==> src/shared/bsf_params.svh <==
// Register offsets, field positions and reset values of the bit and flag unit
`ifndef BSF_PARAMS_SVH
`define BSF_PARAMS_SVH
// ==========================================
// Register word indices (address bits 4:2)
`define BSF_CMD_OFS      3'd0
`define BSF_STATUS_OFS   3'd1
`define BSF_REG_SEL_OFS  3'd2
`define BSF_REG_DATA_OFS 3'd3
`define BSF_IO_SEL_OFS   3'd4
`define BSF_IO_DATA_OFS  3'd5
`define BSF_SP_OFS       3'd6
`define BSF_NUM_REGS     7
// ==========================================
// Command fields
`define BSF_OP_LSB       0
`define BSF_DST_LSB      8
`define BSF_SRC_LSB      16
`define BSF_BIT_LSB      24
// ==========================================
// Status register bits
`define BSF_FLAG_C       0
`define BSF_FLAG_Z       1
`define BSF_FLAG_N       2
`define BSF_FLAG_V       3
`define BSF_FLAG_T       6
`define BSF_FLAG_I       7
`define BSF_BUSY_BIT     8
// ==========================================
// Reset values and responses
`define BSF_FLAGS_RST    8'h00
`define BSF_CMD_RST      32'h0000_0000
`define BSF_RESP_OKAY    2'h0
`define BSF_RESP_SLVERR  2'h2
`endif

==> src/shared/bsf_pkg.sv <==
// Types of the bit and flag unit
`default_nettype none
package bsf_pkg;
  typedef enum logic [4:0] {
    push_op,
    pop_op,
    io_bit_set_op,
    io_bit_clear_op,
    logical_left_shift_op,
    logical_right_shift_op,
    rotate_left_carry_op,
    rotate_right_carry_op,
    arith_right_shift_op,
    nibble_swap_op,
    status_bit_set_op,
    status_bit_clear_op,
    bit_to_transfer_flag_op,
    transfer_flag_to_bit_op,
    carry_set_op,
    carry_clear_op,
    negative_set_op,
    negative_clear_op,
    zero_flag_set_op,
    zero_flag_clear_op,
    irq_enable_op,
    irq_disable_op
  } bsf_op_t;
  typedef enum logic [0:0] {
    bsf_idle,
    bsf_second
  } bsf_state_t;
endpackage
`default_nettype wire

==> src/bsf_unit.sv <==
// Bit, shift and flag execution unit with AXI4-Lite register access
// ==========================================
//
// Decided for this implementation: the register addresses and the AXI4-Lite register port.
`timescale 1ns/10ps
`default_nettype none
`include "bsf_params.svh"
module bsf_unit #(
  parameter int STACK_DEPTH = 16
) (
  input  wire logic        aclk,
  input  wire logic        aresetn,
  input  wire logic [31:0] s_axi_awaddr,
  input  wire logic        s_axi_awvalid,
  output var  logic        s_axi_awready,
  input  wire logic [31:0] s_axi_wdata,
  input  wire logic [3:0]  s_axi_wstrb,
  input  wire logic        s_axi_wvalid,
  output var  logic        s_axi_wready,
  output var  logic [1:0]  s_axi_bresp,
  output var  logic        s_axi_bvalid,
  input  wire logic        s_axi_bready,
  input  wire logic [31:0] s_axi_araddr,
  input  wire logic        s_axi_arvalid,
  output var  logic        s_axi_arready,
  output var  logic [31:0] s_axi_rdata,
  output var  logic [1:0]  s_axi_rresp,
  output var  logic        s_axi_rvalid,
  input  wire logic        s_axi_rready
);
  localparam int SPW = $clog2(STACK_DEPTH);

  // ==========================================
  // Helpers
  function automatic logic [3:0] reg_dec(input logic [31:0] a);
    if (a[31:5] != 27'h0 || a[1:0] != 2'h0 || a[4:2] >= 3'(`BSF_NUM_REGS))
    begin
      reg_dec = 4'h8;
    end
    else
    begin
      reg_dec = {1'b0, a[4:2]};
    end
  endfunction

  function automatic logic two_cycle(input bsf_pkg::bsf_op_t o);
    two_cycle = (o == bsf_pkg::push_op) || (o == bsf_pkg::pop_op) ||
                (o == bsf_pkg::io_bit_set_op) || (o == bsf_pkg::io_bit_clear_op);
  endfunction

  function automatic logic [7:0] shift_flags(input logic [7:0] s, input logic [7:0] r, input logic c);
    logic [7:0] f;
    f = s;
    f[`BSF_FLAG_Z] = (r == 8'h00);
    f[`BSF_FLAG_C] = c;
    f[`BSF_FLAG_N] = r[7];
    f[`BSF_FLAG_V] = r[7] ^ c;
    shift_flags = f;
  endfunction

  // ==========================================
  // State
  logic [31:0]           awaddr_q;
  logic                  aw_have_q;
  logic [31:0]           wdata_q;
  logic [3:0]            wstrb_q;
  logic                  w_have_q;
  logic [31:0]           cmd_q;
  logic                  start_q;
  bsf_pkg::bsf_state_t   state_q;
  logic [7:0]            flags_q;
  logic [4:0]            reg_sel_q;
  logic [4:0]            io_sel_q;
  logic [SPW-1:0]        sp_q;
  logic [7:0]            regs_q [32];
  logic [7:0]            io_q [32];
  logic [7:0]            stack_q [STACK_DEPTH];

  bsf_pkg::bsf_op_t      op;
  logic [4:0]            dst;
  logic [4:0]            src;
  logic [2:0]            bsel;
  logic                  busy;
  logic                  commit;
  logic                  wr_go;
  logic [3:0]            wr_idx;
  logic                  wr_err;
  logic [7:0]            rd;
  logic [7:0]            s_val;
  logic [7:0]            res_d;
  logic                  reg_we_d;
  logic [7:0]            flags_d;
  logic [7:0]            io_d;
  logic                  io_we_d;
  logic [31:0]           rd_mux;

  assign op     = bsf_pkg::bsf_op_t'(cmd_q[`BSF_OP_LSB +: 5]);
  assign dst    = cmd_q[`BSF_DST_LSB +: 5];
  assign src    = cmd_q[`BSF_SRC_LSB +: 5];
  assign bsel   = cmd_q[`BSF_BIT_LSB +: 3];
  assign busy   = start_q || (state_q != bsf_pkg::bsf_idle);
  assign commit = (start_q && !two_cycle(op)) || (state_q == bsf_pkg::bsf_second);
  assign wr_go  = aw_have_q && w_have_q && !s_axi_bvalid;
  assign wr_idx = reg_dec(awaddr_q);
  assign wr_err = wr_idx[3] || (wr_idx[2:0] == `BSF_CMD_OFS && busy);
  assign rd     = regs_q[dst];
  assign s_val  = regs_q[src];

  // ==========================================
  // Write channels
  always_ff @(posedge aclk)
  begin
    if (!aresetn)
    begin
      aw_have_q     <= 1'b0;
      awaddr_q      <= 32'h0;
      s_axi_awready <= 1'b0;
    end
    else if (s_axi_awvalid && s_axi_awready)
    begin
      aw_have_q     <= 1'b1;
      awaddr_q      <= s_axi_awaddr;
      s_axi_awready <= 1'b0;
    end
    else
    begin
      if (wr_go)
      begin
        aw_have_q <= 1'b0;
      end
      s_axi_awready <= !aw_have_q && !s_axi_bvalid;
    end
  end

  always_ff @(posedge aclk)
  begin
    if (!aresetn)
    begin
      w_have_q     <= 1'b0;
      wdata_q      <= 32'h0;
      wstrb_q      <= 4'h0;
      s_axi_wready <= 1'b0;
    end
    else if (s_axi_wvalid && s_axi_wready)
    begin
      w_have_q     <= 1'b1;
      wdata_q      <= s_axi_wdata;
      wstrb_q      <= s_axi_wstrb;
      s_axi_wready <= 1'b0;
    end
    else
    begin
      if (wr_go)
      begin
        w_have_q <= 1'b0;
      end
      s_axi_wready <= !w_have_q && !s_axi_bvalid;
    end
  end

  always_ff @(posedge aclk)
  begin
    if (!aresetn)
    begin
      s_axi_bvalid <= 1'b0;
      s_axi_bresp  <= `BSF_RESP_OKAY;
    end
    else if (wr_go)
    begin
      s_axi_bvalid <= 1'b1;
      s_axi_bresp  <= wr_err ? `BSF_RESP_SLVERR : `BSF_RESP_OKAY;
    end
    else if (s_axi_bready)
    begin
      s_axi_bvalid <= 1'b0;
    end
  end

  // ==========================================
  // Command and sequencing
  always_ff @(posedge aclk)
  begin
    if (!aresetn)
    begin
      cmd_q   <= `BSF_CMD_RST;
      start_q <= 1'b0;
    end
    else
    begin
      start_q <= 1'b0;
      if (wr_go && !wr_err && wr_idx[2:0] == `BSF_CMD_OFS)
      begin
        for (int i = 0; i < 4; i++)
        begin
          if (wstrb_q[i])
          begin
            cmd_q[i*8 +: 8] <= wdata_q[i*8 +: 8];
          end
        end
        start_q <= 1'b1;
      end
    end
  end

  always_ff @(posedge aclk)
  begin
    if (!aresetn)
    begin
      state_q <= bsf_pkg::bsf_idle;
    end
    else
    begin
      unique case (state_q)
        bsf_pkg::bsf_idle:
        begin
          if (start_q && two_cycle(op))
          begin
            state_q <= bsf_pkg::bsf_second;
          end
        end
        bsf_pkg::bsf_second:
        begin
          state_q <= bsf_pkg::bsf_idle;
        end
      endcase
    end
  end

  // ==========================================
  // Datapath
  always_comb
  begin
    res_d    = rd;
    reg_we_d = 1'b0;
    flags_d  = flags_q;
    io_d     = io_q[dst];
    io_we_d  = 1'b0;
    unique case (op)
      bsf_pkg::pop_op:
      begin
        res_d    = stack_q[sp_q - SPW'(1)];
        reg_we_d = 1'b1;
      end
      bsf_pkg::io_bit_set_op:
      begin
        io_d[bsel] = 1'b1;
        io_we_d    = 1'b1;
      end
      bsf_pkg::io_bit_clear_op:
      begin
        io_d[bsel] = 1'b0;
        io_we_d    = 1'b1;
      end
      bsf_pkg::logical_left_shift_op:
      begin
        res_d    = {rd[6:0], 1'b0};
        reg_we_d = 1'b1;
        flags_d  = shift_flags(flags_q, res_d, rd[7]);
      end
      bsf_pkg::logical_right_shift_op:
      begin
        res_d    = {1'b0, rd[7:1]};
        reg_we_d = 1'b1;
        flags_d  = shift_flags(flags_q, res_d, rd[0]);
      end
      bsf_pkg::rotate_left_carry_op:
      begin
        res_d    = {rd[6:0], flags_q[`BSF_FLAG_C]};
        reg_we_d = 1'b1;
        flags_d  = shift_flags(flags_q, res_d, rd[7]);
      end
      bsf_pkg::rotate_right_carry_op:
      begin
        res_d    = {flags_q[`BSF_FLAG_C], rd[7:1]};
        reg_we_d = 1'b1;
        flags_d  = shift_flags(flags_q, res_d, rd[0]);
      end
      bsf_pkg::arith_right_shift_op:
      begin
        res_d    = {rd[7], rd[7:1]};
        reg_we_d = 1'b1;
        flags_d  = shift_flags(flags_q, res_d, rd[0]);
      end
      bsf_pkg::nibble_swap_op:
      begin
        res_d    = {rd[3:0], rd[7:4]};
        reg_we_d = 1'b1;
      end
      bsf_pkg::status_bit_set_op:   flags_d[bsel] = 1'b1;
      bsf_pkg::status_bit_clear_op: flags_d[bsel] = 1'b0;
      bsf_pkg::bit_to_transfer_flag_op: flags_d[`BSF_FLAG_T] = s_val[bsel];
      bsf_pkg::transfer_flag_to_bit_op:
      begin
        res_d[bsel] = flags_q[`BSF_FLAG_T];
        reg_we_d    = 1'b1;
      end
      bsf_pkg::carry_set_op:      flags_d[`BSF_FLAG_C] = 1'b1;
      bsf_pkg::carry_clear_op:    flags_d[`BSF_FLAG_C] = 1'b0;
      bsf_pkg::negative_set_op:   flags_d[`BSF_FLAG_N] = 1'b1;
      bsf_pkg::negative_clear_op: flags_d[`BSF_FLAG_N] = 1'b0;
      bsf_pkg::zero_flag_set_op:  flags_d[`BSF_FLAG_Z] = 1'b1;
      bsf_pkg::zero_flag_clear_op: flags_d[`BSF_FLAG_Z] = 1'b0;
      bsf_pkg::irq_enable_op:     flags_d[`BSF_FLAG_I] = 1'b1;
      bsf_pkg::irq_disable_op:    flags_d[`BSF_FLAG_I] = 1'b0;
      default:
      begin
        res_d = rd;
      end
    endcase
  end

  // ==========================================
  // Storage
  always_ff @(posedge aclk)
  begin
    if (!aresetn)
    begin
      flags_q <= `BSF_FLAGS_RST;
    end
    else if (commit)
    begin
      flags_q <= flags_d;
    end
    else if (wr_go && !wr_err && wr_idx[2:0] == `BSF_STATUS_OFS && wstrb_q[0])
    begin
      flags_q <= wdata_q[7:0];
    end
  end

  always_ff @(posedge aclk)
  begin
    if (!aresetn)
    begin
      for (int i = 0; i < 32; i++)
      begin
        regs_q[i] <= 8'h00;
      end
    end
    else if (commit && reg_we_d)
    begin
      regs_q[dst] <= res_d;
    end
    else if (wr_go && !wr_err && wr_idx[2:0] == `BSF_REG_DATA_OFS && wstrb_q[0])
    begin
      regs_q[reg_sel_q] <= wdata_q[7:0];
    end
  end

  always_ff @(posedge aclk)
  begin
    if (!aresetn)
    begin
      for (int i = 0; i < 32; i++)
      begin
        io_q[i] <= 8'h00;
      end
    end
    else if (commit && io_we_d)
    begin
      io_q[dst] <= io_d;
    end
    else if (wr_go && !wr_err && wr_idx[2:0] == `BSF_IO_DATA_OFS && wstrb_q[0])
    begin
      io_q[io_sel_q] <= wdata_q[7:0];
    end
  end

  always_ff @(posedge aclk)
  begin
    if (commit && op == bsf_pkg::push_op)
    begin
      stack_q[sp_q] <= s_val;
    end
  end

  always_ff @(posedge aclk)
  begin
    if (!aresetn)
    begin
      sp_q <= '0;
    end
    else if (commit && op == bsf_pkg::push_op)
    begin
      sp_q <= sp_q + SPW'(1);
    end
    else if (commit && op == bsf_pkg::pop_op)
    begin
      sp_q <= sp_q - SPW'(1);
    end
    else if (wr_go && !wr_err && wr_idx[2:0] == `BSF_SP_OFS && wstrb_q[0])
    begin
      sp_q <= wdata_q[SPW-1:0];
    end
  end

  always_ff @(posedge aclk)
  begin
    if (!aresetn)
    begin
      reg_sel_q <= 5'h00;
      io_sel_q  <= 5'h00;
    end
    else if (wr_go && !wr_err && wstrb_q[0])
    begin
      if (wr_idx[2:0] == `BSF_REG_SEL_OFS)
      begin
        reg_sel_q <= wdata_q[4:0];
      end
      if (wr_idx[2:0] == `BSF_IO_SEL_OFS)
      begin
        io_sel_q <= wdata_q[4:0];
      end
    end
  end

  // ==========================================
  // Read channel
  always_comb
  begin
    rd_mux = 32'h0;
    unique case (reg_dec(s_axi_araddr))
      4'h0: rd_mux = cmd_q;
      4'h1: rd_mux = {23'h0, busy, flags_q};
      4'h2: rd_mux = {27'h0, reg_sel_q};
      4'h3: rd_mux = {24'h0, regs_q[reg_sel_q]};
      4'h4: rd_mux = {27'h0, io_sel_q};
      4'h5: rd_mux = {24'h0, io_q[io_sel_q]};
      4'h6: rd_mux = {{(32-SPW){1'b0}}, sp_q};
      default: rd_mux = 32'h0;
    endcase
  end

  always_ff @(posedge aclk)
  begin
    if (!aresetn)
    begin
      s_axi_arready <= 1'b0;
      s_axi_rvalid  <= 1'b0;
      s_axi_rdata   <= 32'h0;
      s_axi_rresp   <= `BSF_RESP_OKAY;
    end
    else if (s_axi_arvalid && s_axi_arready)
    begin
      s_axi_arready <= 1'b0;
      s_axi_rvalid  <= 1'b1;
      s_axi_rdata   <= rd_mux;
      s_axi_rresp   <= reg_dec(s_axi_araddr) == 4'h8 ? `BSF_RESP_SLVERR : `BSF_RESP_OKAY;
    end
    else if (s_axi_rvalid)
    begin
      if (s_axi_rready)
      begin
        s_axi_rvalid <= 1'b0;
      end
    end
    else
    begin
      s_axi_arready <= 1'b1;
    end
  end
endmodule
`default_nettype wire

==> config.mk <==
export PLATFORM = sky130hd
export DESIGN_NAME = bsf_unit
export DESIGN_NICKNAME = d
export VERILOG_FILES = /design/src/shared/bsf_pkg.sv /design/src/bsf_unit.sv
export VERILOG_INCLUDE_DIRS = /design/src /design/src/shared
export SDC_FILE = /design/constraint.sdc
export NUM_CORES = 2
export LEC_CHECK = 0
export ABC_AREA = 1
export BUFFER_PORTS_ARGS = -buffer_cell sky130_fd_sc_hd__buf_2
export CAP_MARGIN = 20
export CORE_MARGIN = 5
export CORE_UTILIZATION = 50
export CTS_CLUSTER_DIAMETER = 150
export DETAILED_ROUTE_END_ITERATION = 7
export PLACE_DENSITY = 0.63
export SLEW_MARGIN = 20
export SYNTH_ARGS = -nofsm -noshare
export SYNTH_HDL_FRONTEND = slang
export SYNTH_SLANG_ARGS = --single-unit
==> constraint.sdc <==
create_clock -name aclk -period 10.44 [get_ports aclk]
set_clock_uncertainty 0.05 [all_clocks]
set_input_delay 0.522 -clock aclk [delete_from_list [all_inputs] [get_ports aclk]]
set_output_delay 0.522 -clock aclk [all_outputs]
set_load 0.1 [all_outputs]
# Word-level counts from Yosys, hierarchy flattened
# Memories as Yosys holds them, arrays and structs flattened. A register that Yosys moved wholly into a read port is not among the register bits.
# Cells that the tools add are included.
# totals
register_bits	167
ramBits	640
output_inout_bits	41
elab_cells	253
memories	3
# memory_table
name	depth	width	read_ports	rd_ports_with_merged_regs	write_ports	line_no	source
io_q	32	8	2	2	32	bsf_unit.sv:76	logic [7:0] io_q [32];
regs_q	32	8	3	3	32	bsf_unit.sv:75	logic [7:0] regs_q [32];
stack_q	16	8	1	0	1	bsf_unit.sv:77	logic [7:0] stack_q [STACK_DEPTH];
# classes
add_sub_neg	2
order_cmp	4
eq_ne	45
n_mux	77
bitwise_logic	10
reduce_logical	83
# op_table
operator	n
$pmux 32 s7	1
$mux 5	14
$pmux 8 s8	1
$reduce_bool 27->1	2
$mux 8	6
$eq 5x4->1 const B	8
$reduce_or 8->1	5
$mux 1	35
$eq 5x5->1 const B	6
$mux 4	7
$logic_and 1x1->1	26
$logic_not 8->1	3
$reduce_and 2->1	12
$eq 5x3->1 const B	4
$pmux 3 s6	1
$and 8x8->8	2
$or 8x8->8	2
$pmux 8 s2	1
$logic_not 7->1	2
$eq 4x3->1 const B	3
$reduce_bool 2->1	6
$reduce_or 2->1	6
$eq 5x2->1 const B	2
$logic_or 1x1->1	10
other kinds (40)	56

# Depth between registers and ports, before layout
# logic_depth
word_depth	17
ltp_mapped	23
ltp_nobuf	19

# Worst setup path before layout
# OpenSTA, ideal clock, no wires.
# synth_timing
kind	reg-to-reg
startpoint	register sp_q[0]
endpoint	memory regs_q[25][3] (data pin)
setup_time_ns	0.260
arrival_ns	3.015
required_time_ns	10.130
path_slack_ns	7.114
stages_incl_launch_ff	17
n_path_buf	4
synth_period_minus_slack_ns	3.326
cell_sequence	dfxtp_1 -> inv_1 -> clkbuf_1 -> buf_1 -> ha_1 -> xnor2_1 -> clkinv_1 -> clkbuf_1 -> nand3_1 -> nand3_1 -> nand3_1 -> nand3_1 -> nor2_1 -> nand2_1 -> a21oi_1 -> buf_2 -> nor2_1
# synth_lines
item	line_no	source
start: declaration	bsf_unit.sv:74	logic [SPW-1:0] sp_q;
start signal: assignment	bsf_unit.sv:384	sp_q <= sp_q + SPW'(1);
start signal: assignment	bsf_unit.sv:388	sp_q <= sp_q - SPW'(1);
start signal: assignment	bsf_unit.sv:392	sp_q <= wdata_q[SPW-1:0];
end: declaration	bsf_unit.sv:75	

==> out/results.txt <==
PD cells = 152 nW/um^2
drt pass-1 iters = 8
GP Congestion = 0.987
fin crit share = 51.0%
multiplexer share of the synthesized area = 0%
WL met3 = 18,000 microns
clk slew on worst S/H paths = 60 ps
global route overflow = 0
DRC = 1
crit end category = flip-flop
Synth async-reset ratio = 0%
Synth Area in Adders = 0.170%
met1 WL = 62,400 microns
Worst Path Arrival = 5670 ps
Buffers on Ports = 145
leading register cell type out of synthesis = edfxtp_1
CTS buffer count = 91
First DRT Iteration DRCs = 5,667
CP Launch Type = flip-flop
Vias = 41,300
Cell variety after synth = 54
violated checks = DRC
number of synthesized flops with an enable pin = 640
Finished Layout Cells = 6,800
Synth Area in Compound Gates = 11.8%
max cap viols = 0
Setup Buffers After CTS = 0
Avg WL per Cell = 23.3 microns
Post-Synth XOR/XNOR Area = 0.0792%
synthesized area per cell = 7.85 sq um
largest family of logic cells by synthesized area = simple AND/OR/NAND/NOR gates
Final Hold Fails = 0
clk sink count = 825
Max FO, Critical Path = 69
Hold/Removal Path Class = input pin to flip-flop
Leak = 18.7 nW
setup_tns = 0 ps
critical path class = flip-flop to flip-flop
final-report setup violation count = 0
routed vias/inst = 6.08
Row Count = 109
Clock Tree Root = clkbuf_16
Post-Synth Simple-Gate Area = 30.0%
initial antenna violation count = 8
unrepaired setup endpoints after global routing = no
Fmax = 188 MHz
Die Ht = 308 microns
post-synthesis sequential area ratio = 51.8%
Clk Latency, worst-skew pair = 690 ps
Ys Warns = 0
most frequent cells in the layout = nand2_1, nand3_1, nor2_1, edfxtp_1, o21ai_0
Tightest Pin Transition = 1130 ps
Core Region = 88,100 sq um
htree depth = 3
share of cells above drive strength 1 = 7.93%
Die Wd = 308 microns
status = complete, but fails checks
Cells after DPL = 6,623
Yosys reg bits = 825
Post-Syn Area = 44,300 sq um
commonest non-fill, non-tap cell in the layout = nand2_1
initial core utilization = 50.2%
I/O pin count = 148
fin. max-slew vios = 0
Total Routing Usage GR = 32.3%
Slew Limit Headroom = 24.8%
Post-Syn Instances = 5,641
CTS tree = done
HPWL Detailed = 101,000 microns
Final nets = 5,665
clk buf depth = 3
first-pass GRT wire length = 235,000 microns
worst vdd rail ir drop = 123 uV
Syn-to-layout area delta = 9.91%
die area = 94,600 sq um
largest net degree at the start of global routing = 179
vias in the first global route = 38,400
CP Data Required Time = 10,780 ps
routed wl met2 = 69,800 microns
Routed Wire Length = 159,000 microns
top sig layer = met5
Post-DRT Antenna Nets = 0
Tmin final = 5330 ps
[cell usage after synthesis, types with 3 or more instances]
| master | instances | area share, % |
|---|---|---|
| a221o_1 | 11 | 0.25 |
| nor2_4 | 7 | 0.18 |
| o21ai_1 | 4 | 0.045 |
| nor4_1 | 3 | 0.042 |
| nor3_1 | 37 | 0.42 |
| clkinv_1 | 7 | 0.059 |
| buf_1 | 77 | 0.65 |
| nand4_1 | 6 | 0.085 |
| o211ai_1 | 83 | 1.4 |
| o21ai_0 | 402 | 4.5 |
| clkbuf_1 | 225 | 1.9 |
| o22ai_1 | 7 | 0.099 |
| nand3_1 | 839 | 9.5 |
| nor2_1 | 781 | 6.6 |
| a211oi_1 | 8 | 0.14 |
| a22oi_1 | 37 | 0.63 |
| inv_1 | 268 | 2.3 |
| o31ai_1 | 3 | 0.051 |
| and2_1 | 9 | 0.13 |
| o311ai_0 | 3 | 0.059 |
| nor2_2 | 13 | 0.18 |
| nand3_2 | 9 | 0.20 |
| buf_2 | 87 | 0.98 |
| nand2_2 | 20 | 0.28 |
| dfxtp_1 | 185 | 8.4 |
| a21oi_1 | 375 | 4.2 |
| nand2_1 | 1436 | 12 |
| a31oi_1 | 5 | 0.071 |
| buf_4 | 3 | 0.051 |
| ha_1 | 6 | 0.17 |
| inv_2 | 13 | 0.11 |
| a221oi_1 | 3 | 0.059 |
| edfxtp_1 | 640 | 43 |
[final cells by class]
type	count	area (sq um)
flip-flops and latches	825	22900
clock inverters	46	609
diodes	8	20.0
inverters	289	1100
clock buffers	122	2530
fillers	8375	39500
repair buffers	210	1250
multi-input cells	4135	18700
well taps	1165	1460
[sequential cells by signal, summed over array words and instances, names as in the netlist, 4 cells and up, named ones only]
name / flops
io_sel_q: 5
awaddr_q: 32
stack_q: 128
wstrb_q: 4
wdata_q: 32
s_axi_rdata: 32
cmd_q: 32
io_q: 256
reg_sel_q: 5
flags_q: 8
regs_q: 256
sp_q: 4
[logic make-up (layout without fill, tap and decap cells)]
family,after synthesis,count (layout)
compound gates,952,952
xor+xnor,4,4
fa+ha+maj,6,6
buf+inv,682,667
flops,825,825
other cells,1,10
simple gates,3171,3171
[report_power, final]
part | switching, mW | internal, mW | leakage (nW)
logic | 0.246 | 0.0903 | 9.41
clock network | 1.40 | 1.98 | 1.50
registers | 0.0687 | 3.63 | 7.82
[path summary, 6_finish.rpt]
kind | startpoint | endpoint | slack (ps) | depth (start not counted)
setup / recovery | sp_q[0] | regs_q[30][3] | 5110 | 15
hold / removal | s_axi_wdata[23] | wdata_q[23] | 50 | 3
setup reg to reg | sp_q[0] | regs_q[30][3] | 5110 | 15
hold reg to reg | start_q | state_q | 390 | 2
[metal layers]
layer	global-route usage, %	up-vias
met2	49.3	2575
met3	7.06	523
met4	15.3	4
met5	1.42	-
li1	-	18900
met1	44.2	19300
[stage by stage]
step	instance area (sq um)	utilization (%)	setup WS (ps)	hold WS (ps)	total power [mW]
after CTS	48600	55.2	5040	5.96	7.44
after global routing	48600	55.2	4660	34.7	7.63
after floorplan	44300	-	7110	365	3.96
final	48600	55.2	5110	49.2	7.41
after detailed placement	45500	51.6	5060	381	4.09
after global placement	45500	51.6	5100	372	4.09
[worst max-delay path, stage by stage, from the launching register on]
cell,delay [ps]
dfxtp_2,310
buf_4,580
inv_2,70
buf_4,360
ha_1,320
xnor2_1,700
buf_4,310
clkinv_1,470
nand3_1,210
nand3_1,90
nand3_1,180
nand3_1,120
nor2_1,130
nand2_1,90
a21oi_4,870
nor2_1,120
[timing repair]
action / CTS / global route
hold endpoints to repair: 1 / 0
hold buffers: 1 / 0
resized for setup: 0 / 0
Power figures use the tool's default switching activity.
